==> src/tfc_pkg.sv <==
// shared constants and types for the trace fifo valid word counter
package tfc_pkg;
  localparam logic [31:0] TFC_CNT_OFFSET  = 32'h0000_0000;
  localparam logic [31:0] TFC_CTRL_OFFSET = 32'h0000_0004;
  localparam int          TFC_CNT_W       = 4;
  localparam logic [3:0]  TFC_CNT_MAX     = 4'h8;
  localparam logic [3:0]  TFC_CNT_RESET   = 4'h0;
  localparam int          TFC_CTRL_EN_BIT = 0;
  localparam int          TFC_CTRL_BG_BIT = 1;
  localparam logic [1:0]  HTRANS_NONSEQ   = 2'h2;
  localparam logic [1:0]  HTRANS_SEQ      = 2'h3;
  localparam logic        HRESP_OKAY      = 1'b0;

  typedef struct packed {
    logic begin_trigger_select;
    logic debug_module_enable;
  } tfc_ctrl_t;

  typedef struct packed {
    logic        valid;
    logic        write;
    logic [31:0] addr;
  } tfc_aphase_t;
endpackage

==> src/tfc_counter.sv <==
// trace fifo valid word counter with ahb-lite register access
`timescale 1ns/1ns
// Functional notes
// - power-on reset and any reset that does not end a trace run clear the whole count register.
// - after a reset that ends a trace run the design holds the count value in every case.
// - an end-type run ending in reset with enable set and begin select clear keeps the count.
// - bits seven to four of the count register read zero and ignore writes.
// - the count reports the number of valid fifo words in plain binary from zero to eight.
// - the count stops at eight even while more words are captured.
// - the count clears whenever the debug module is armed, except when an end-run reset in the same cycle holds it.
// - each word captured while the debug module is enabled adds one to the count, up to the limit.
// - reading words out of the fifo never changes the count.
// - with begin select set, the end-of-run break request waits until eight words are held.
module tfc_counter
  import tfc_pkg::*;
#(
  parameter int               CNT_W   = TFC_CNT_W,          // width of the valid word count
  parameter logic [CNT_W-1:0] CNT_MAX = CNT_W'(TFC_CNT_MAX) // value at which the count stops
)
(
  input  wire logic        hclk,            // core clock
  input  wire logic        hresetn,         // power-on reset, active low
  input  wire logic        hsel,            // ahb slave select
  input  wire logic [31:0] haddr,           // ahb address
  input  wire logic [1:0]  htrans,          // ahb transfer type
  input  wire logic        hwrite,          // ahb write
  input  wire logic [2:0]  hsize,           // ahb size, word only
  input  wire logic [31:0] hwdata,          // ahb write data
  input  wire logic        hready,          // ahb bus ready
  output logic      [31:0] hrdata,          // ahb read data
  output logic             hreadyout,       // ahb slave ready
  output logic             hresp,           // ahb response
  input  wire logic        sys_rst,         // synchronous system reset, active high
  input  wire logic        sys_rst_end_run, // this reset ends a trace run
  input  wire logic        arm_event,       // debug module became armed, pulse
  input  wire logic        word_captured,   // word written into trace fifo, pulse
  input  wire logic        brk_trigger,     // end-of-run break request from trigger logic
  output logic             brk_request,     // break request to the cpu
  output logic [CNT_W-1:0] valid_word_count // current count
);

  localparam logic [CNT_W-1:0] CNT_ZERO = CNT_W'(TFC_CNT_RESET);
  localparam logic [CNT_W-1:0] CNT_ONE  = CNT_W'(1);
  localparam int               PAD_W    = 32 - CNT_W;

  tfc_ctrl_t            ctrl_reg;
  tfc_aphase_t          aphase_reg;
  logic [CNT_W-1:0]     count_reg;
  logic [CNT_W-1:0]     count_next;
  logic [31:0]          rdata_reg;
  logic [31:0]          rdata_next;
  logic                 brk_pend_reg;
  logic                 keep_count;
  logic                 take;
  logic                 at_max;
  logic                 cap_ok;
  logic                 rst_end_run;
  logic                 brk_set;

  function automatic logic addr_hit(input logic [31:0] a, input logic [31:0] off);
    addr_hit = (a[31:2] == off[31:2]);
  endfunction

  // a reset that does not end a run is treated like power-on for the count and control registers
  function automatic logic clears_all(input logic rst, input logic end_run);
    clears_all = rst && !end_run;
  endfunction

  assign take      = hsel && hready && (htrans == HTRANS_NONSEQ || htrans == HTRANS_SEQ);
  assign hreadyout = 1'b1;
  assign hresp     = HRESP_OKAY;
  assign hrdata    = rdata_reg;
  assign valid_word_count = count_reg;

  assign rst_end_run = sys_rst && sys_rst_end_run;
  assign at_max      = (count_reg == CNT_MAX);
  // captures with the module disabled are not counted, the fifo does not store them
  assign cap_ok      = word_captured && ctrl_reg.debug_module_enable && !at_max;

  // an end-run reset keeps the count; the hold case is the enabled end-type run
  assign keep_count = sys_rst_end_run && ctrl_reg.debug_module_enable
                      && !ctrl_reg.begin_trigger_select;

  // fifo reads have no path into this logic, so the count falls only on arming or a clearing reset
  always_comb begin
    count_next = count_reg;
    // arming wins over a capture in the same cycle: the new run starts empty
    if (arm_event) begin
      count_next = CNT_ZERO;
    end else if (cap_ok) begin
      count_next = count_reg + CNT_ONE;
    end
  end

  always_ff @(posedge hclk or negedge hresetn) begin
    if (!hresetn) begin
      count_reg <= CNT_ZERO;
    end else if (clears_all(sys_rst, sys_rst_end_run)) begin
      count_reg <= CNT_ZERO;
    end else if (rst_end_run) begin
      // other end-run resets also hold: the value is unspecified there anyway
      if (!keep_count) begin
        count_reg <= count_reg;
      end
    end else begin
      count_reg <= count_next;
    end
  end

  always_ff @(posedge hclk or negedge hresetn) begin
    if (!hresetn) begin
      aphase_reg <= '0;
    end else if (hready) begin
      aphase_reg.valid <= take;
      aphase_reg.write <= hwrite;
      aphase_reg.addr  <= haddr;
    end
  end

  // control survives an end-run reset so the hold decision stays consistent
  always_ff @(posedge hclk or negedge hresetn) begin
    if (!hresetn) begin
      ctrl_reg <= '0;
    end else if (clears_all(sys_rst, sys_rst_end_run)) begin
      ctrl_reg <= '0;
    end else if (aphase_reg.valid && aphase_reg.write
                 && addr_hit(aphase_reg.addr, TFC_CTRL_OFFSET)) begin
      ctrl_reg.debug_module_enable  <= hwdata[TFC_CTRL_EN_BIT];
      ctrl_reg.begin_trigger_select <= hwdata[TFC_CTRL_BG_BIT];
    end
  end

  // read data is fetched at the address phase; the count register is read only
  always_comb begin
    rdata_next = 32'h0000_0000;
    if (take && !hwrite) begin
      if (addr_hit(haddr, TFC_CNT_OFFSET)) begin
        rdata_next = {{PAD_W{1'b0}}, count_reg};
      end else if (addr_hit(haddr, TFC_CTRL_OFFSET)) begin
        rdata_next = {30'h0000_0000, ctrl_reg.begin_trigger_select,
                      ctrl_reg.debug_module_enable};
      end
    end
  end

  always_ff @(posedge hclk or negedge hresetn) begin
    if (!hresetn) begin
      rdata_reg <= 32'h0000_0000;
    end else begin
      rdata_reg <= rdata_next;
    end
  end

  assign brk_set = brk_trigger && ctrl_reg.debug_module_enable;

  // begin-type runs release the break only once the fifo is full;
  // a trigger in the delivery cycle wins over the clear so it is not lost
  always_ff @(posedge hclk or negedge hresetn) begin
    if (!hresetn) begin
      brk_pend_reg <= 1'b0;
    end else if (sys_rst || arm_event) begin
      brk_pend_reg <= 1'b0;
    end else if (brk_set) begin
      brk_pend_reg <= 1'b1;
    end else if (brk_request) begin
      brk_pend_reg <= 1'b0;
    end
  end

  assign brk_request = brk_pend_reg && (!ctrl_reg.begin_trigger_select || at_max);

endmodule

==> config.mk <==
export PLATFORM = sky130hd
export DESIGN_NAME = tfc_counter
export DESIGN_NICKNAME = d
export VERILOG_FILES = /design/src/tfc_pkg.sv /design/src/tfc_counter.sv
export SDC_FILE = /design/constraint.sdc
export NUM_CORES = 1
export LEC_CHECK = 0
export ABC_AREA = 1
export BUFFER_PORTS_ARGS = -buffer_cell sky130_fd_sc_hd__buf_2
export CORE_UTILIZATION = 41
export DETAILED_ROUTE_END_ITERATION = 10
export PLACE_DENSITY = 0.8
export SYNTH_ARGS = -nofsm -noshare
export SYNTH_HDL_FRONTEND = slang
export SYNTH_SLANG_ARGS = --single-unit
==> constraint.sdc <==
create_clock -name hclk -period 1.2 [get_ports hclk]
set_input_delay 0.24 -clock hclk [delete_from_list [all_inputs] [get_ports hclk]]
set_output_delay 0.24 -clock hclk [all_outputs]
set_load 0.01 [all_outputs]
==> results.cfg, run 1 <==
[critical_path]
crit_chain = inv_2 > ha_4 > nand3_4 > a21boi_2 > buf_2
rr_worst_depth = 7
crit_arrival_ps = 1240
cp-end-kind = primary output
critical_path.startpoint_type = flop
rr_startpoint = valid_word_count[0]$_DFFE_PN0P_
path_class = flop to primary output
cp_num_buf_inv = 2
cp_max_fo = 2
r2r_end = valid_word_count[2]$_DFFE_PN0P_
crit_slowest_cell = dfrtp_2
critical-path-top-delay-family = flip-flops
reg2reg_slack_ps = -200
critical_path_required_ps = 960
cpPeakStageDelay_ps = 410

[logic_synthesis]
async_flop_share_pct = 100
synth_edf_count = 0
synth_seq_area_share_pct = 46.2
syn_area_mm2 = 0.00233
synth_top_area_cell = dfrtp_1
netlist_top_cells_count = nand2_1 (64), dfrtp_1 (43), inv_1 (39), nor2_1 (39), buf_4 (30)
yosysWarnings = 0
synth.top_cell.area_share_pct = 46.2
postSynthAreaPerCell_um2 = 7.89
synth-main-ff-cell = dfrtp_1
ys_ff_latch = 43
synth_cells = 295
yosys.cell_types.count = 28
post-synth-top-count-cell = nand2_1
synth.area.top_cells = dfrtp_1 (46%), nand2_1 (10%), buf_4 (9.7%), inv_1 (6.3%), nor2_1 (6.3%)

[detailed_routing]
drt_wl_total_um = 4360
vias_per_cell = 4.35
wl_met2_um = 2130
drtAntennaViolNets = 0
wire_per_inst_um = 10.1
vias = 1878
dr.first_iter.drc_count = 81
wl_met1_um = 1980
wl_met3_um = 228
firstDrtPassIters = 6
drc = 0
dr.max_layer_used = met4

[die]
die_height_um = 77.4
core-area_mm2 = 0.00551
die_area_mm2 = 0.00598
ios = 118
die_x_um = 77.4
initial_utilization_pct = 42.3
fp-row-count = 27

[worst_hold_path]
hold_path_class = input port to flop
min_to = aphase_reg[20]$_DFFE_PN0P_
hp-start = haddr[20]
hold_depth = 3

[global_route]
grt_max_degree = 45
grt_pass1_wl_um = 7580
grt_pass1_vias = 1754
grtUsageTotal_pct = 16.3
grt_antenna_before_repair = 0
overflow = 0

[clock_tree]
clkTransAtPathRegs_ps = 90
h-tree-depth = 2
insertion_delay_ps = 300
clockRootBuffer = clkbuf_8
clk_path_buf_depth = 2
cts_sinks = 43
cts_tree = yes
cts_buffers = 5

[sta]
hold_viol_final = 0
clock_skew_ps = 13.0
timing.final.crit_share_pct = 123
finalSetupViolations = 8
worst_slack_ps = -279
setup_tns_ps = -1230
final_max_slew_viol_count = 0
fmax_mhz = 676
fin_crit_ps = 1480
rsz0062_at_grt = yes

[cells_and_area]
fin_cells = 432
largest_register_ffs = 32
diodes = 0
final_util_pct = 51.5
nets = 440
syn_to_final_growth_pct = 21.8
drive_gt1_share_pct = 29.7

[status]
outcome = complete, but fails checks
violations = setup timing

[pwr]
powerDensity_mw_per_mm2 = 1090
vdd_drop_max_mv = 0.806
leakagePower_nw = 1.47

[placed_design]
gp_congestion = 0.719
placed_cells = 417
portBuffers = 51
hpwl_um = 3350

[job]
cap_violations = 0
-- power breakdown --
part	leakage, nW	switching [W]	internal, W
Sequential	0.533	0.0000343	0.00155
Combinational	0.889	0.000247	0.000155
Clock	0.0524	0.000474	0.000623
Total	1.47	0.000755	0.00232
-- cells by family (layout without fill, tap and decap cells) --
group                      Yosys count  after routing  share of synthesized area [%]
DFF                                 43             43                           46.2
muxes                                5              5                           2.42
xor gates and xnor gates             2              2                          0.752
adders and majority gates            2              2                           1.07
other                                2             30                          0.323
AOI/OAI and AO/OA                   38             38                           8.44
and+or+nand+nor                    125            125                           23.2
buffers and inverters               78            115                           17.6
-- stage by stage --
step	instance area [µm²]	total power [W]	setup WS, ps	hold WS, ps
final	2840	0.00308	-279	161
after detailed placement	2620	0.00200	-78.2	164
after CTS	2800	0.00311	-308	154
after floorplan	2450	0.00190	-27.0	-55.6
after global routing	2840	0.00326	-356	171
after global placement	2620	0.00198	-34.7	157
-- cells in the final DEF, fill, tap and decap left out, types with 6 or more instances in the layout --
master / count
nand2_1: 61
o21ai_0: 22
nor2_2: 7
buf_2: 49
dfrtp_1: 41
nand3_1: 6
inv_2: 8
conb_1: 30
a21oi_1: 11
buf_4: 9
inv_1: 34
nor2_1: 38
-- layout make-up --
cell class / count / area [µm²]
sequential: 43 / 1080
multi-input combinational: 202 / 996
fill: 531 / 2670
tap: 72 / 90.1
clock buffer: 7 / 76.3
timing repair buffer: 65 / 408
clock inverter: 1 / 30.0
inverter: 42 / 158
-- worst register-to-register path, delay by kind of cell, from the launching register on --
kind | cells | cell delay (ps)
buf+inv | 4 | 490
flops | 1 | 420
fa+ha+maj | 1 | 170
xor+xnor | 1 | 120
compound gates | 1 | 80
-- how the worst max path moves through the flow --
stage	from	end	slack (ps)	depth (start not counted)
CTS	valid_word_count[0]$_DFFE_PN0P_	brk_request	-310	5
floorplan	valid_word_count[1]$_DFFE_PN0P_	valid_word_count[0]$_DFFE_PN0P_	-30	8
detailed placement	valid_word_count[1]$_DFFE_PN0P_	valid_word_count[3]$_DFFE_PN0P_	-80	8
finish	valid_word_count[1]$_DFFE_PN0P_	brk_request	-280	5
global route	valid_word_count[0]$_DFFE_PN0P_	brk_request	-360	5
global placement	valid_word_count[1]$_DFFE_PN0P_	valid_word_count[3]$_DFFE_PN0P_	-30	8
-- repair_timing --
action                                  CTS  global route
pin swaps                                 4            15
hold buffers                              1             0
setup buffers                             4             3
gates resized for setup                   6            11
endpoints found under the setup margin    9            11
endpoints found under the hold margin    13             0
-- routing by layer --
| layer | vias up | global-route usage, % |
|---|---|---|
| met2 | 61 | 27.3 |
| li1 | 967 | - |
| met5 | - | 0 |
| met3 | 2 | 4.94 |
| met1 | 848 | 20.5 |
| met4 | 0 | 3.96 |
No activity file was read; power rests on OpenSTA's default activity.
==> run 2, diff against run 1 <==
--- a/config.mk
+++ b/config.mk
@@ -5,11 +5,11 @@
 export SDC_FILE = /design/constraint.sdc
 export NUM_CORES = 1
 export LEC_CHECK = 0
-export ABC_AREA = 1
+export ABC_AREA = 0
 export BUFFER_PORTS_ARGS = -buffer_cell sky130_fd_sc_hd__buf_2
-export CORE_UTILIZATION = 41
+export CORE_UTILIZATION = 40
 export DETAILED_ROUTE_END_ITERATION = 10
-export PLACE_DENSITY = 0.8
+export PLACE_DENSITY = 0.81
 export SYNTH_ARGS = -nofsm -noshare
 export SYNTH_HDL_FRONTEND = slang
 export SYNTH_SLANG_ARGS = --single-unit
==> run 2 against run 1 <==
The flow still finishes with violations (setup timing); power shrank 4.7%; setup slack lost 120 ps; fmax shrank 7.4%; hold slack gained 0.95 ps; sequential power grew 4%; flip-flop and latch count is the same; non-clock buffer count grew 8; global-route usage grew 1.6 points; clock skew shrank 4.6 ps; area after synthesis shrank 8.3%; critical endpoint unchanged.
==> results.cfg, run 2 <==
[status]
outcome = complete, but fails checks
violations = setup timing

[critical_path]
cp-end-kind = primary output
crit_slowest_cell = dfrtp_2
cp_max_fo = 2
cp_num_buf_inv = 2
critical-path-top-delay-family = flip-flops
crit_arrival_ps = 1360
critical_path_required_ps = 960
critical_path.startpoint_type = flop
path_class = flop to primary output
cpPeakStageDelay_ps = 410
crit_chain = inv_2 > ha_4 > nand3b_1 > a21boi_1 > buf_2

[detailed_routing]
drtAntennaViolNets = 0
drt_wl_total_um = 4520
wire_per_inst_um = 14.3
drc = 0
dr.first_iter.drc_count = 30
firstDrtPassIters = 4
vias = 1555
vias_per_cell = 4.91

[sta]
fmax_mhz = 626
clock_skew_ps = 8.41
worst_slack_ps = -398
rsz0062_at_grt = yes
whs_ps = 162
hold_viol_final = 0
timing.final.crit_share_pct = 133
fin_crit_ps = 1600
final_max_slew_viol_count = 0
finalSetupViolations = 9

[clock_tree]
cts_sinks = 43
clockRootBuffer = clkbuf_8
clkTransAtPathRegs_ps = 80
insertion_delay_ps = 300
cts_tree = yes
h-tree-depth = 2
cts_buffers = 5
clk_path_buf_depth = 2

[pwr]
powerDensity_mw_per_mm2 = 1070
vdd_drop_max_mv = 0.712
leakagePower_nw = 1.26

[logic_synthesis]
post-synth-top-count-cell = dfrtp_1
ys_ff_latch = 43
synth_cells = 172
synth_top_area_cell = dfrtp_1
yosysWarnings = 0
synth_seq_area_share_pct = 50.4
postSynthAreaPerCell_um2 = 12.4
synth-main-ff-cell = dfrtp_1
synth_edf_count = 0
synth.top_cell.area_share_pct = 50.4
async_flop_share_pct = 100
netlist_top_cells_count = dfrtp_1 (43), buf_4 (31), mux2_2 (31)
synth.area.top_cells = dfrtp_1 (50%), mux2_2 (16%), buf_4 (11%), nor4_1 (4.1%), nand3_1 (1.6%)
syn_area_mm2 = 0.00214
yosys.cell_types.count = 31

[placed_design]
gp_congestion = 0.723
post_dp_cell_area_mm2 = 0.00247
hpwl_um = 3250
pre_cts_ws_ps = -268
portBuffers = 51

[global_route]
grt_pass1_vias = 1585
overflow = 0
grtUsageTotal_pct = 17.9
grt_pass1_wl_um = 7340
grt_max_degree = 35
grt_antenna_before_repair = 0

[cells_and_area]
final_common_cell = buf_2
syn_to_final_growth_pct = 28.5
diodes = 0
drive_gt1_share_pct = 54.3
fillers = 478
largest_register_ffs = 32
final_area_mm2 = 0.00275
nets = 327
final_util_pct = 53.4
final_cell_mix = buf_2 (49), dfrtp_1 (41), mux2_2 (31), conb_1 (30), buf_4 (17)

[job]
cap_violations = 0

[die]
die_x_um = 75.1
ios = 118
core-area_mm2 = 0.00514
die_height_um = 75.1
initial_utilization_pct = 41.6
fp-row-count = 26
die_area_mm2 = 0.00564

[worst_hold_path]
hold_path_class = input port to flop
==> run 2: cell types whose count changed after synthesis, moves of 6 or more <==
cell / delta
nand2_1: -63
nor2_1: -38
inv_1: -36
mux2_2: +26
o21ai_0: -19
nor4_1: +14
a21oi_1: -11
nor2_2: -6
==> run 2: area by class of cell <==
cell class / instances / area (µm²) / share of cell area (%)
Sequential cell: 43 / 1080 / 39.3
Multi-Input combinational cell: 120 / 1020 / 37.3
Timing Repair Buffer: 73 / 459 / 16.7
Tap cell: 70 / 87.6 / 3.19
Clock buffer: 6 / 72.6 / 2.64
Clock inverter: 2 / 12.5 / 0.456
Inverter: 3 / 11.3 / 0.410
==> run 2: what timing repair did <==
action | in CTS | in global routing
pin swaps | 8 | 10
hold buffers | 1 | 0
gates cloned | 0 | 0
resized for setup | 12 | 13
buffers inserted | 2 | 5
setup endpoints to repair | 10 | 12
hold endpoints to repair | 9 | 0
==> run 2: routing by layer <==
metal | vias up | share of wire (%) | wire length (µm) | global-route usage [%]
met2 | 52 | 52 | 2370 | 31.0
li1 | 718 | - | - | -
met3 | 8 | 4.4 | 201 | 4.42
met5 | - | 0 | 0 | 0
met4 | 0 | 1.6 | 74 | 6.29
met1 | 777 | 41 | 1870 | 21.6
==> run 2: cell families (layout without fill, tap and decap cells) <==
| group | Yosys count | count (layout) | synth area share [%] |
|---|---|---|---|
| AO/OA/AOI/OAI | 12 | 12 | 4.63 |
| adder cells (fa/ha/maj) | 2 | 2 | 1.17 |
| buffers and inverters | 37 | 84 | 12.1 |
| AND/OR/NAND/NOR | 41 | 41 | 13.2 |
| multiplexers | 33 | 33 | 17.3 |
| flip-flops | 43 | 43 | 50.4 |
| other | 2 | 30 | 0.352 |
| XOR/XNOR | 2 | 2 | 0.820 |
==> run 2: per-stage QoR <==
| stage | power [W] | setup TNS, ps | cells |
|---|---|---|---|
| floorplan | 0.00190 | -376 | 200 |
| global placement | 0.00200 | -1470 | 302 |
| detailed placement | 0.00202 | -1750 | 302 |
| CTS | 0.00293 | -1260 | 313 |
| global route | 0.00308 | -2700 | 317 |
| finish | 0.00293 | -2110 | 317 |
==> run 2: power breakdown <==
part           switching (W)  internal (W)  leakage, nW
Combinational       0.000193      0.000198        0.695
Clock               0.000493      0.000407       0.0412
Sequential         0.0000878       0.00156        0.526
Total               0.000774       0.00216         1.26
==> run 2: path summary, 6_finish.rpt <==
kind,startpoint,endpoint,slack [ps],cells after the start
min in group asynchronous,hresetn,hrdata[2]$_DFF_PN0_,350,2
min reg2reg,aphase_reg[3]$_DFFE_PN0P_,aphase_reg[3]$_DFFE_PN0P_,510,1
min,arm_event,brk_pend_reg$_DFFE_PN0P_,160,2
max,valid_word_count[0]$_DFFE_PN0P_,brk_request,-400,5
max in group asynchronous,hresetn,aphase_reg[14]$_DFFE_PN0P_,380,3
max reg2reg,valid_word_count[0]$_DFFE_PN0P_,valid_word_count[1]$_DFFE_PN0P_,-400,8
